$ cat src/rtl/lds_pkg.sv
// Shared constants and types of the lift deceleration and stop sequencer
package lds_pkg;

    // Clock and time base
    localparam int CLK_PERIOD_NS   = 25;
    localparam int TICK_TIME_NS    = 1_000_000;
    localparam int TICK_CYCLES_DEF = TICK_TIME_NS / CLK_PERIOD_NS;

    // Widths
    localparam int SPD_W  = 26;
    localparam int SET_W  = 16;
    localparam int TIME_W = 16;
    localparam int PATH_W = 32;

    // Speed settings are mm/s, the setpoint is um/s
    localparam int UM_PER_MM = 1000;

    // Speed levels, index of the select inputs plus one
    localparam logic [1:0] LVL_ZERO  = 2'h0;
    localparam logic [1:0] LVL_CREEP = 2'h1;
    localparam logic [1:0] LVL_MID   = 2'h2;
    localparam logic [1:0] LVL_HIGH  = 2'h3;

    // Reset values and divide step count
    localparam logic [TIME_W-1:0] PHASE_CNT_RST = 16'h0000;
    localparam logic [1:0]        CAP_RST       = 2'h3;
    localparam int                DIV_STEPS     = 32;

    typedef enum logic [2:0] {
        ST_IDLE    = 3'b000,
        ST_RUN     = 3'b001,
        ST_HOLD0   = 3'b010,
        ST_BRAKE   = 3'b011,
        ST_EXTRA   = 3'b100,
        ST_CURLESS = 3'b101,
        ST_CONT    = 3'b110
    } lds_state_e;

endpackage

$ cat src/rtl/lds_cutoff_delay.sv
// Stretches the withdrawal of one speed select by a delay in ms ticks
`timescale 1ns/1ps
module lds_cutoff_delay
    import lds_pkg::*;
(
    input  wire logic              ref_clk,
    input  wire logic              rst,
    input  wire logic              tick,
    input  wire logic              sel_in,
    input  wire logic [TIME_W-1:0] delay_ms,
    output logic                   sel_out
);

    logic [TIME_W-1:0] cnt_r;

    // Assertion passes at once; withdrawal waits out the delay
    always_ff @(posedge ref_clk or posedge rst) begin
        if (rst) begin
            sel_out <= 1'b0;
            cnt_r   <= PHASE_CNT_RST;
        end else if (sel_in) begin
            sel_out <= 1'b1;
            cnt_r   <= PHASE_CNT_RST;
        end else if (sel_out) begin
            if (cnt_r >= delay_ms) begin
                sel_out <= 1'b0;
            end else if (tick) begin
                cnt_r <= cnt_r + 16'h0001;
            end
        end
    end

endmodule

$ cat src/rtl/lds_sequencer.sv
// Time-dependent deceleration and stop sequencer of a lift drive
//
// Notes on behaviour
// Deceleration-mode select low: every speed change ramps time-dependently.
// On withdrawal ramp to highest still-selected speed with rate and rounding.
// High reached: withdrawing high ramps to mid, withdrawing mid to creep.
// High not reached at cut-off: decelerate and travel at creep.
// Creep withdrawn: keep decelerating down to zero speed.
// At zero speed drop brake release while motor stays energized.
// After brake phase cut motor current, then drop drive ready.
// Outside control must open safe torque off or contactors when ready drops.
// Rate sets ramp slope; upper and lower rounding soften the corners.
// Settings change recomputes high-to-creep path for display.
// Creep, mid and high withdrawals are delayed by their cut-off delays.
// Stop phases: hold zero, brake wait plus extra current, currentless, contactors.
// Brake monitoring with feedback ends brake wait early, goes to currentless.
// Contactor monitoring with feedback ends contactor wait early.
// After a speed drop, higher requests ignored until all off at zero.
// Without monitoring a wait phase runs its full time.
`timescale 1ns/1ps
module lds_sequencer
    import lds_pkg::*;
#(
    parameter int TICK_CYCLES = TICK_CYCLES_DEF
)(
    input  wire logic              ref_clk,
    input  wire logic              rst,
    input  wire logic              drive_enable_in,
    input  wire logic [1:0]        direction_select_in,
    input  wire logic [2:0]        speed_select_in,
    input  wire logic              brake_closed_fb_in,
    input  wire logic              contactor_open_fb_in,
    input  wire logic              decel_mode_select,
    input  wire logic [SET_W-1:0]  creep_speed_setting,
    input  wire logic [SET_W-1:0]  mid_speed_setting,
    input  wire logic [SET_W-1:0]  high_speed_setting,
    input  wire logic [SET_W-1:0]  decel_rate_setting,
    input  wire logic [3:0]        upper_rounding_setting,
    input  wire logic [3:0]        lower_rounding_setting,
    input  wire logic [TIME_W-1:0] creep_cutoff_delay,
    input  wire logic [TIME_W-1:0] mid_cutoff_delay,
    input  wire logic [TIME_W-1:0] high_cutoff_delay,
    input  wire logic [TIME_W-1:0] hold_zero_time,
    input  wire logic [TIME_W-1:0] brake_wait_time,
    input  wire logic [TIME_W-1:0] extra_current_time,
    input  wire logic [TIME_W-1:0] currentless_wait_time,
    input  wire logic [TIME_W-1:0] contactor_wait_time,
    input  wire logic              brake_monitor_select,
    input  wire logic              brake_fb_present,
    input  wire logic              contactor_monitor_select,
    input  wire logic              contactor_fb_present,
    output logic                   brake_release_out,
    output logic                   drive_ready_out,
    output logic                   motor_current_out,
    output logic [SPD_W-1:0]       speed_setpoint_out,
    output logic [1:0]             direction_out,
    output logic [SET_W-1:0]       decel_path_out,
    output logic                   stop_done_out
);

    ////////////////////////////////////////////////////////////////////////
    // Pin synchronisers
    logic [7:0] pin_meta_r;
    logic [7:0] pin_sync_r;

    always_ff @(posedge ref_clk or posedge rst) begin
        if (rst) begin
            pin_meta_r <= '0;
            pin_sync_r <= '0;
        end else begin
            pin_meta_r <= {contactor_open_fb_in, brake_closed_fb_in,
                           direction_select_in, drive_enable_in,
                           speed_select_in};
            pin_sync_r <= pin_meta_r;
        end
    end

    logic [2:0] sel_sync;
    logic       enable_s;
    logic [1:0] dir_s;
    logic       brake_fb_s;
    logic       cont_fb_s;

    assign sel_sync   = pin_sync_r[2:0];
    assign enable_s   = pin_sync_r[3];
    assign dir_s      = pin_sync_r[5:4];
    assign brake_fb_s = pin_sync_r[6];
    assign cont_fb_s  = pin_sync_r[7];

    ////////////////////////////////////////////////////////////////////////
    // Millisecond tick; count exceeds 4096 so it is a parameter
    logic [31:0] tick_cnt_r;
    logic        tick_r;

    always_ff @(posedge ref_clk or posedge rst) begin
        if (rst) begin
            tick_cnt_r <= '0;
            tick_r     <= 1'b0;
        end else if (tick_cnt_r >= 32'(TICK_CYCLES - 1)) begin
            tick_cnt_r <= '0;
            tick_r     <= 1'b1;
        end else begin
            tick_cnt_r <= tick_cnt_r + 32'h0000_0001;
            tick_r     <= 1'b0;
        end
    end

    ////////////////////////////////////////////////////////////////////////
    // Cut-off delays, one per speed select
    logic [2:0]        sel_eff;
    for (genvar g = 0; g < 3; g++) begin : g_cut
        lds_cutoff_delay u_cut (
            .ref_clk  (ref_clk),
            .rst      (rst),
            .tick     (tick_r),
            .sel_in   (sel_sync[g]),
            .delay_ms ((g == 0) ? creep_cutoff_delay
                       : (g == 1) ? mid_cutoff_delay : high_cutoff_delay),
            .sel_out  (sel_eff[g])
        );
    end

    ////////////////////////////////////////////////////////////////////////
    // Speed level selection
    function automatic logic [1:0] top_level(input logic [2:0] s,
                                             input logic [1:0] cap);
        logic [1:0] l;
        l = LVL_ZERO;
        if (s[2] && cap >= LVL_HIGH) begin
            l = LVL_HIGH;
        end else if (s[1] && cap >= LVL_MID) begin
            l = LVL_MID;
        end else if (s[0] && cap >= LVL_CREEP) begin
            l = LVL_CREEP;
        end
        return l;
    endfunction

    function automatic logic [SPD_W-1:0] level_um(input logic [1:0] l,
        input logic [SET_W-1:0] c, input logic [SET_W-1:0] m,
        input logic [SET_W-1:0] h);
        logic [SET_W-1:0] mm;
        mm = '0;
        case (l)
            LVL_CREEP: mm = c;
            LVL_MID:   mm = m;
            LVL_HIGH:  mm = h;
            default:   mm = '0;
        endcase
        return SPD_W'(mm * UM_PER_MM);
    endfunction

    lds_state_e        state_r;
    logic [1:0]        cap_r;
    logic [1:0]        level_r;
    logic              high_reached_r;
    logic [1:0]        level_now;
    logic [SPD_W-1:0]  target_um;

    assign level_now = top_level(sel_eff, cap_r);
    assign target_um = level_um(level_r, creep_speed_setting,
                                mid_speed_setting, high_speed_setting);

    // Ceiling drops with each fall of the selected level; reopened only at standstill
    always_ff @(posedge ref_clk or posedge rst) begin
        if (rst) begin
            cap_r          <= CAP_RST;
            level_r        <= LVL_ZERO;
            high_reached_r <= 1'b0;
        end else if (state_r != ST_RUN) begin
            cap_r          <= CAP_RST;
            level_r        <= LVL_ZERO;
            high_reached_r <= 1'b0;
        end else begin
            if (level_r == LVL_HIGH && speed_setpoint_out == target_um) begin
                high_reached_r <= 1'b1;
            end
            if (level_now < level_r) begin
                if (level_r == LVL_HIGH && !high_reached_r
                        && level_now != LVL_ZERO) begin
                    level_r <= LVL_CREEP;
                    cap_r   <= LVL_CREEP;
                end else begin
                    level_r <= level_now;
                    cap_r   <= level_now;
                end
            end else begin
                level_r <= level_now;
            end
        end
    end

    ////////////////////////////////////////////////////////////////////////
    // Rounded deceleration ramp, updated once per ms
    logic [SET_W-1:0] decel_now_r;
    logic [SPD_W-1:0] diff_dn;
    logic [SPD_W-1:0] diff_up;
    logic [SET_W-1:0] jerk;
    logic [31:0]      taper_zone;
    logic [SET_W-1:0] decel_nxt;

    assign diff_dn    = speed_setpoint_out - target_um;
    assign diff_up    = target_um - speed_setpoint_out;
    assign taper_zone = {16'h0000, decel_now_r} << lower_rounding_setting;

    always_comb begin
        jerk = decel_rate_setting >> upper_rounding_setting;
        if (jerk == '0) begin
            jerk = 16'h0001;
        end
        if ({6'h00, diff_dn} <= taper_zone) begin
            decel_nxt = (decel_now_r > jerk) ? decel_now_r - jerk : jerk;
        end else if ({1'b0, decel_now_r} + {1'b0, jerk}
                     >= {1'b0, decel_rate_setting}) begin
            decel_nxt = decel_rate_setting;
        end else begin
            decel_nxt = decel_now_r + jerk;
        end
    end

    // Going up uses a plain linear slope; start-up shaping is not modelled
    always_ff @(posedge ref_clk or posedge rst) begin
        if (rst) begin
            speed_setpoint_out <= '0;
            decel_now_r        <= '0;
        end else if (state_r != ST_RUN) begin
            speed_setpoint_out <= '0;
            decel_now_r        <= '0;
        end else if (tick_r) begin
            if (speed_setpoint_out > target_um) begin
                decel_now_r <= decel_nxt;
                if ({10'h000, decel_nxt} >= diff_dn) begin
                    speed_setpoint_out <= target_um;
                end else begin
                    speed_setpoint_out <= speed_setpoint_out
                                          - {10'h000, decel_nxt};
                end
            end else begin
                decel_now_r <= '0;
                if ({10'h000, decel_rate_setting} >= diff_up) begin
                    speed_setpoint_out <= target_um;
                end else begin
                    speed_setpoint_out <= speed_setpoint_out
                                          + {10'h000, decel_rate_setting};
                end
            end
        end
    end

    ////////////////////////////////////////////////////////////////////////
    // Stop sequence
    logic [TIME_W-1:0] phase_cnt_r;
    logic [TIME_W-1:0] phase_len;
    logic              start_req;
    logic              stop_req;
    logic              brake_early;
    logic              cont_early;
    lds_state_e        adv;
    lds_state_e        state_nxt;

    // Distance mode is not built here, so travel only starts with it off
    assign start_req = enable_s && (dir_s != 2'h0) && (sel_eff != 3'h0)
                       && !decel_mode_select;
    assign stop_req = (level_r == LVL_ZERO) && (speed_setpoint_out == '0)
                      && (level_now == LVL_ZERO);
    assign brake_early = brake_monitor_select && brake_fb_present
                         && brake_fb_s;
    assign cont_early = contactor_monitor_select && contactor_fb_present
                        && cont_fb_s;

    // Phases are coded in order, so a timed phase simply steps on
    always_comb begin
        case (state_r)
            ST_HOLD0:   phase_len = hold_zero_time;
            ST_BRAKE:   phase_len = brake_wait_time;
            ST_EXTRA:   phase_len = extra_current_time;
            ST_CURLESS: phase_len = currentless_wait_time;
            default:    phase_len = contactor_wait_time;
        endcase
        adv = state_r;
        if (phase_cnt_r >= phase_len) begin
            adv = (state_r == ST_CONT) ? ST_IDLE
                : lds_state_e'(state_r + 3'h1);
        end
        case (state_r)
            ST_IDLE:  state_nxt = start_req ? ST_RUN : ST_IDLE;
            ST_RUN:   state_nxt = stop_req ? ST_HOLD0 : ST_RUN;
            ST_BRAKE: state_nxt = brake_early ? ST_CURLESS : adv;
            ST_CONT:  state_nxt = cont_early ? ST_IDLE : adv;
            default:  state_nxt = adv;
        endcase
    end

    always_ff @(posedge ref_clk or posedge rst) begin
        if (rst) begin
            state_r     <= ST_IDLE;
            phase_cnt_r <= PHASE_CNT_RST;
        end else begin
            state_r <= state_nxt;
            if (state_nxt != state_r || state_r inside {ST_IDLE, ST_RUN}) begin
                phase_cnt_r <= PHASE_CNT_RST;
            end else if (tick_r) begin
                phase_cnt_r <= phase_cnt_r + 16'h0001;
            end
        end
    end

    // Outputs follow the state one cycle later, all from flops
    always_ff @(posedge ref_clk or posedge rst) begin
        if (rst) begin
            brake_release_out <= 1'b0;
            motor_current_out <= 1'b0;
            drive_ready_out   <= 1'b0;
            direction_out     <= 2'h0;
            stop_done_out     <= 1'b0;
        end else begin
            brake_release_out <= (state_r == ST_RUN);
            motor_current_out <= state_r inside {[ST_RUN:ST_EXTRA]};
            drive_ready_out   <= state_r inside {[ST_RUN:ST_CURLESS]};
            direction_out     <= (state_r == ST_RUN) ? dir_s : 2'h0;
            stop_done_out     <= (state_r == ST_CONT)
                && (state_nxt == ST_IDLE);
        end
    end

    ////////////////////////////////////////////////////////////////////////
    // High-to-creep path in mm, (vh^2 - vc^2) / (2a), serial divide
    logic [47:0]       seen_r;
    logic [5:0]        div_cnt_r;
    logic [PATH_W-1:0] quo_r;
    logic [PATH_W:0]   rem_r;
    logic [PATH_W:0]   rem_sh;
    logic [PATH_W-1:0] num;
    logic [SET_W:0]    den;
    logic              settings_moved;

    assign num = (high_speed_setting > creep_speed_setting)
        ? PATH_W'(high_speed_setting * high_speed_setting)
          - PATH_W'(creep_speed_setting * creep_speed_setting)
        : '0;
    assign den    = {decel_rate_setting, 1'b0};
    assign rem_sh = {rem_r[PATH_W-1:0], quo_r[PATH_W-1]};
    assign settings_moved = seen_r != {decel_rate_setting,
        high_speed_setting, creep_speed_setting};

    // A change mid-divide restarts it, so the display never shows a mix
    always_ff @(posedge ref_clk or posedge rst) begin
        if (rst) begin
            seen_r         <= '0;
            div_cnt_r      <= '0;
            quo_r          <= '0;
            rem_r          <= '0;
            decel_path_out <= '0;
        end else if (settings_moved) begin
            seen_r       <= {decel_rate_setting, high_speed_setting,
                             creep_speed_setting};
            quo_r        <= num;
            rem_r        <= '0;
            div_cnt_r    <= 6'(DIV_STEPS);
        end else if (div_cnt_r != '0) begin
            div_cnt_r <= div_cnt_r - 6'h01;
            if (rem_sh >= {16'h0000, den}) begin
                rem_r <= rem_sh - {16'h0000, den};
                quo_r <= {quo_r[PATH_W-2:0], 1'b1};
            end else begin
                rem_r <= rem_sh;
                quo_r <= {quo_r[PATH_W-2:0], 1'b0};
            end
        end else if (den == '0) begin
            decel_path_out <= '1;
        end else if (quo_r[PATH_W-1:SET_W] != '0) begin
            decel_path_out <= '1;
        end else begin
            decel_path_out <= quo_r[SET_W-1:0];
        end
    end

endmodule

$ cat config.mk
export PLATFORM = sky130hd
export DESIGN_NAME = lds_sequencer
export DESIGN_NICKNAME = d
export VERILOG_FILES = /design/src/rtl/lds_pkg.sv /design/src/rtl/lds_cutoff_delay.sv /design/src/rtl/lds_sequencer.sv
export SDC_FILE = /design/constraint.sdc
export NUM_CORES = 2
export LEC_CHECK = 0
export ABC_AREA = 1
export BUFFER_PORTS_ARGS = -buffer_cell sky130_fd_sc_hd__buf_2
export CORE_MARGIN = 2
export CORE_UTILIZATION = 40
export CTS_BUF_LIST = sky130_fd_sc_hd__clkbuf_8
export CTS_CLUSTER_DIAMETER = 100
export CTS_CLUSTER_SIZE = 8
export DETAILED_ROUTE_END_ITERATION = 7
export SYNTH_ARGS = -nofsm -noshare
export SYNTH_HDL_FRONTEND = slang
export SYNTH_HIERARCHICAL = 1
export SYNTH_SLANG_ARGS = --single-unit
$ cat constraint.sdc
create_clock -name ref_clk -period 10.9 [get_ports ref_clk]
set_input_delay 2.18 -clock ref_clk [delete_from_list [all_inputs] [get_ports ref_clk]]
set_output_delay 2.18 -clock ref_clk [all_outputs]
set_load 0.03 [all_outputs]
==> metrics.md <==
| Metric | Value |
|---|---|
| Highest metal used | met4 |
| Max_cap viols | 0 |
| Core Area | approximately 120000 um^2 |
| Routed wl met3 | a little under 9000 um |
| Cell Area, Synth | 47500 um^2 |
| Final instance area | 53900 um^2 |
| Final nets | between 8000 and 9000 |
| Startpoint Class | input pin |
| CTS tree | yes |
| Drt pass-1 iters | 6 |
| Slew Limit Headroom | 0.127 |
| I/O pin count | 263 |
| Die Wd | ~350 um |
| Die height | roughly 350 um |
| Final Setup Violations | 0 |
| Reg area | between 7000 and 8000 um^2 |
| Reg2Reg Setup Slack | approximately 1.1 ns |
| Maximum clock frequency | 96.4 MHz |
| Cell count after synthesis | 6539 |
| CTS max path bufs | 3 |
| Vias in the first global route | roughly 44000 |
| First-pass GRT wire length | roughly 240000 um |
| Status | finished clean |
| Vias per cell | around 5 |
| Clock root buffer | clkbuf_8 |
| Via count | roughly 44000 |
| Die area | around 120000 um^2 |
| Placed cell areas | 52500 um^2 |
| Hold buffer count at cts | 0 |
| Register bit total from synthesis | 306 |
| Initial antenna violation count | 2 |
| Sinks on Clock Net | around 310 |
| Worst hold path class | reg2reg |
| Yosys cell types | 62 |
| Final clock skew | between 0.05 and 0.06 ns |
| Total GRT Usage | 0.248 |
| Most frequent CP cell | nand2_1 |
| H-tree levels | 2 |
| Post-synth EDFFs | 0 |
| Maximum fanout along the worst path | 8 |
| Footprint of the multi-input gates | approximately 34000 um^2 |
| Crit-path max cell delay | 0.52 ns |
| Initial Utilization | 0.403 |
| Synth Flop Type | dfrtp_1 |
| Hold Crit Depth | 0 |
| Fin crit period | 10.37 ns |
| Layout cells sized above 1 | 0.132 |
| Reg-to-Reg End | speed_setpoint_out[7] |
| Cell Rows | about 130 |
| Worst Hold Endpoint | pin_sync_r[0] |
| Hold Vio Cnt, Final | 0 |
| CP max stage cell | fa_1 |
| Number of I/O port buffers | approximately 260 |
| Total gr overflow | 0 |
| Critical Path RT | roughly 12 ns |
| Hpwl dp | ~120000 um |
| Final worst path period share | 0.951 |
| Worst-margin pin slew | 1.30 ns |
| Latest clock arrival within the worst-skew pair | 0.73 ns |
| Met2 Wirelength | between 60000 and 70000 um |
| Yosys warning count | 6 |
| ANT nets after route | 0 |
| Drt drc | 0 |
| Worst Min Path Start | pin_meta_r[0] |
| Final Wtd Congestion | just under 1 |
| Critical path startpoint | creep_speed_setting[10] |
| Initial DRC Count | ~3300 |
| Drt total wl | 151000 um |
| Worst Setup End Kind | flip-flop |
| Reg2Reg Depth | 64 |
| Largest net degree at the start of global routing | about 110 |
| Layout fillers | around 12000 |
| Arrival time at the worst endpoint | 10.97 ns |
| Syn Area/Cell | between 7 and 8 um^2 |
| Num CTS Buffers | 46 |
| Worst r2r src | level_r[1] |
| Ranking of synthesized cells by area | fa_1, dfrtp_1, ha_1 |
| M1 WL | between 60000 and 70000 um |
| Synth area leader | fa_1 |
| Synth top area share | 0.194 |
| Layout overhead on the synthesized area | 13.5% |
| Wire per inst | 17.6 um |
| CP Class | in2reg |
| Seq/Total Area, Yosys | 0.161 |
| Synth async-reset ratio | 1.00 |
| Final slew viol count | 0 |
| Clock-pin slew on the worst setup and hold paths | ~0.080 ns |
-- placed cells by master (no fill, tap or decap), drive strengths merged, types with 10 or more instances in the layout --
cell type  synthesis  layout
clkbuf           124      48
nand2           1632    1632
o22ai             10      10
or2               26      26
xnor2             98      98
inv             1259    1266
conb               1      16
nor4              28      28
nand4            114     114
nor3              64      64
a21o              16      16
fa               459     459
buf              111     651
a22oi             15      15
xor2             137     137
a31oi             16      16
o21bai            30      30
nand3            360     360
nor2             466     466
o21ai            304     304
mux2i             14      14
o21a              12      12
clkinv            11      15
o211ai            33      33
ha               538     538
dfrtp            304     304
a21oi            302     302
-- synthesized netlist by cell type (all sizes together) (6+ instances only) --
master  instances
a211oi          6
a21boi          6
a21o           16
a21oi         302
a22oi          15
a31oi          16
and2            7
buf           111
clkbuf        124
clkinv         11
dfrtp         304
fa            459
ha            538
inv          1259
mux2i          14
nand2        1632
nand3         360
nand3b          6
nand4         114
nor2          466
nor3           64
nor3b           7
nor4           28
o211ai         33
o21a           12
o21ai         304
o21bai         30
o22ai          10
or2            26
xnor2          98
xor2          137
-- final cells by class --
type,instances,share of cell area
flip-flops and latches,306,0.142
diodes,2,0.0000929
clock buffers,48,0.0123
inverters,1270,0.0887
well taps,1536,0.0357
repair buffers,651,0.0792
multi-input cells,4743,0.640
clock inverters,13,0.00197
-- layer usage --
metal | up-vias | track usage
li1 | 21300 | -
met1 | 20900 | 0.336
met2 | 1216 | 0.411
met3 | 234 | 0.0309
met4 | 0 | 0.0785
met5 | - | 0
-- what timing repair did --
item	CTS	global route
resized for setup	1	109
gates cloned	0	2
setup endpoints to repair	5	26
pin swaps	0	26
buffers inserted	0	14
-- cells by family (layout without fill, tap and decap cells) --
group,count (synthesis),in the layout,synth area share
and+or+nand+nor,2712,2712,0.244
buffers and inverters,1505,1982,0.123
adders and majority gates,997,997,0.335
AOI/OAI and AO/OA,769,769,0.0897
DFF,306,306,0.161
xor gates and xnor gates,235,235,0.0434
muxes,14,14,0.00295
other,1,18,0.0000790
-- critical path: cells and delay by family --
family	cells	cell delay, ns
simple gates	30	2.87
fa+ha+maj	8	3.25
buf+inv	17	1.71
compound gates	5	0.80
xor+xnor	1	0.17
-- through the flow --
step | hold slack, ns | TNS, ns | utilization | worst slack [ns] | std cells
finish | 0.341 | 0 | 0.457 | 0.531 | 8569
global route | 0.354 | -0.405 | 0.457 | -0.0700 | 8568
CTS | 0.347 | 0 | 0.452 | 0.0489 | 8551
detailed placement | 0.337 | -18.86 | 0.445 | -0.804 | 8490
global placement | 0.333 | -14.32 | 0.445 | -0.661 | 8490
floorplan | 0.331 | 0 | - | 0.0259 | 6554
-- flip-flops by register name, summed over array words and instances, names as in the netlist, 2 cells and up --
signal	flops
decel_path_out	16
direction_out	2
pin_meta_r	8
quo_r	32
phase_cnt_r	16
cap_r	2
level_r	2
tick_cnt_r	32
g_cut.u_cut/sel_out	3
rem_r	32
decel_now_r	16
div_cnt_r	6
pin_sync_r	8
state_r	3
g_cut.u_cut/cnt_r	48
seen_r	48
speed_setpoint_out	26
-- worst max path at each step --
| stage | slack [ns] | depth (start not counted) | end |
|---|---|---|---|
| detailed placement | -0.80 | 56 | speed_setpoint_out[24] |
| floorplan | 0.03 | 55 | speed_setpoint_out[24] |
| global route | -0.07 | 61 | speed_setpoint_out[7] |
| global placement | -0.66 | 58 | speed_setpoint_out[18] |
| finish | 0.53 | 61 | speed_setpoint_out[7] |
| CTS | 0.05 | 56 | speed_setpoint_out[24] |
Power is left out: the tool's default activity adds up to more than one toggle a clock period on the data nets, which glitch-free logic cannot reach.
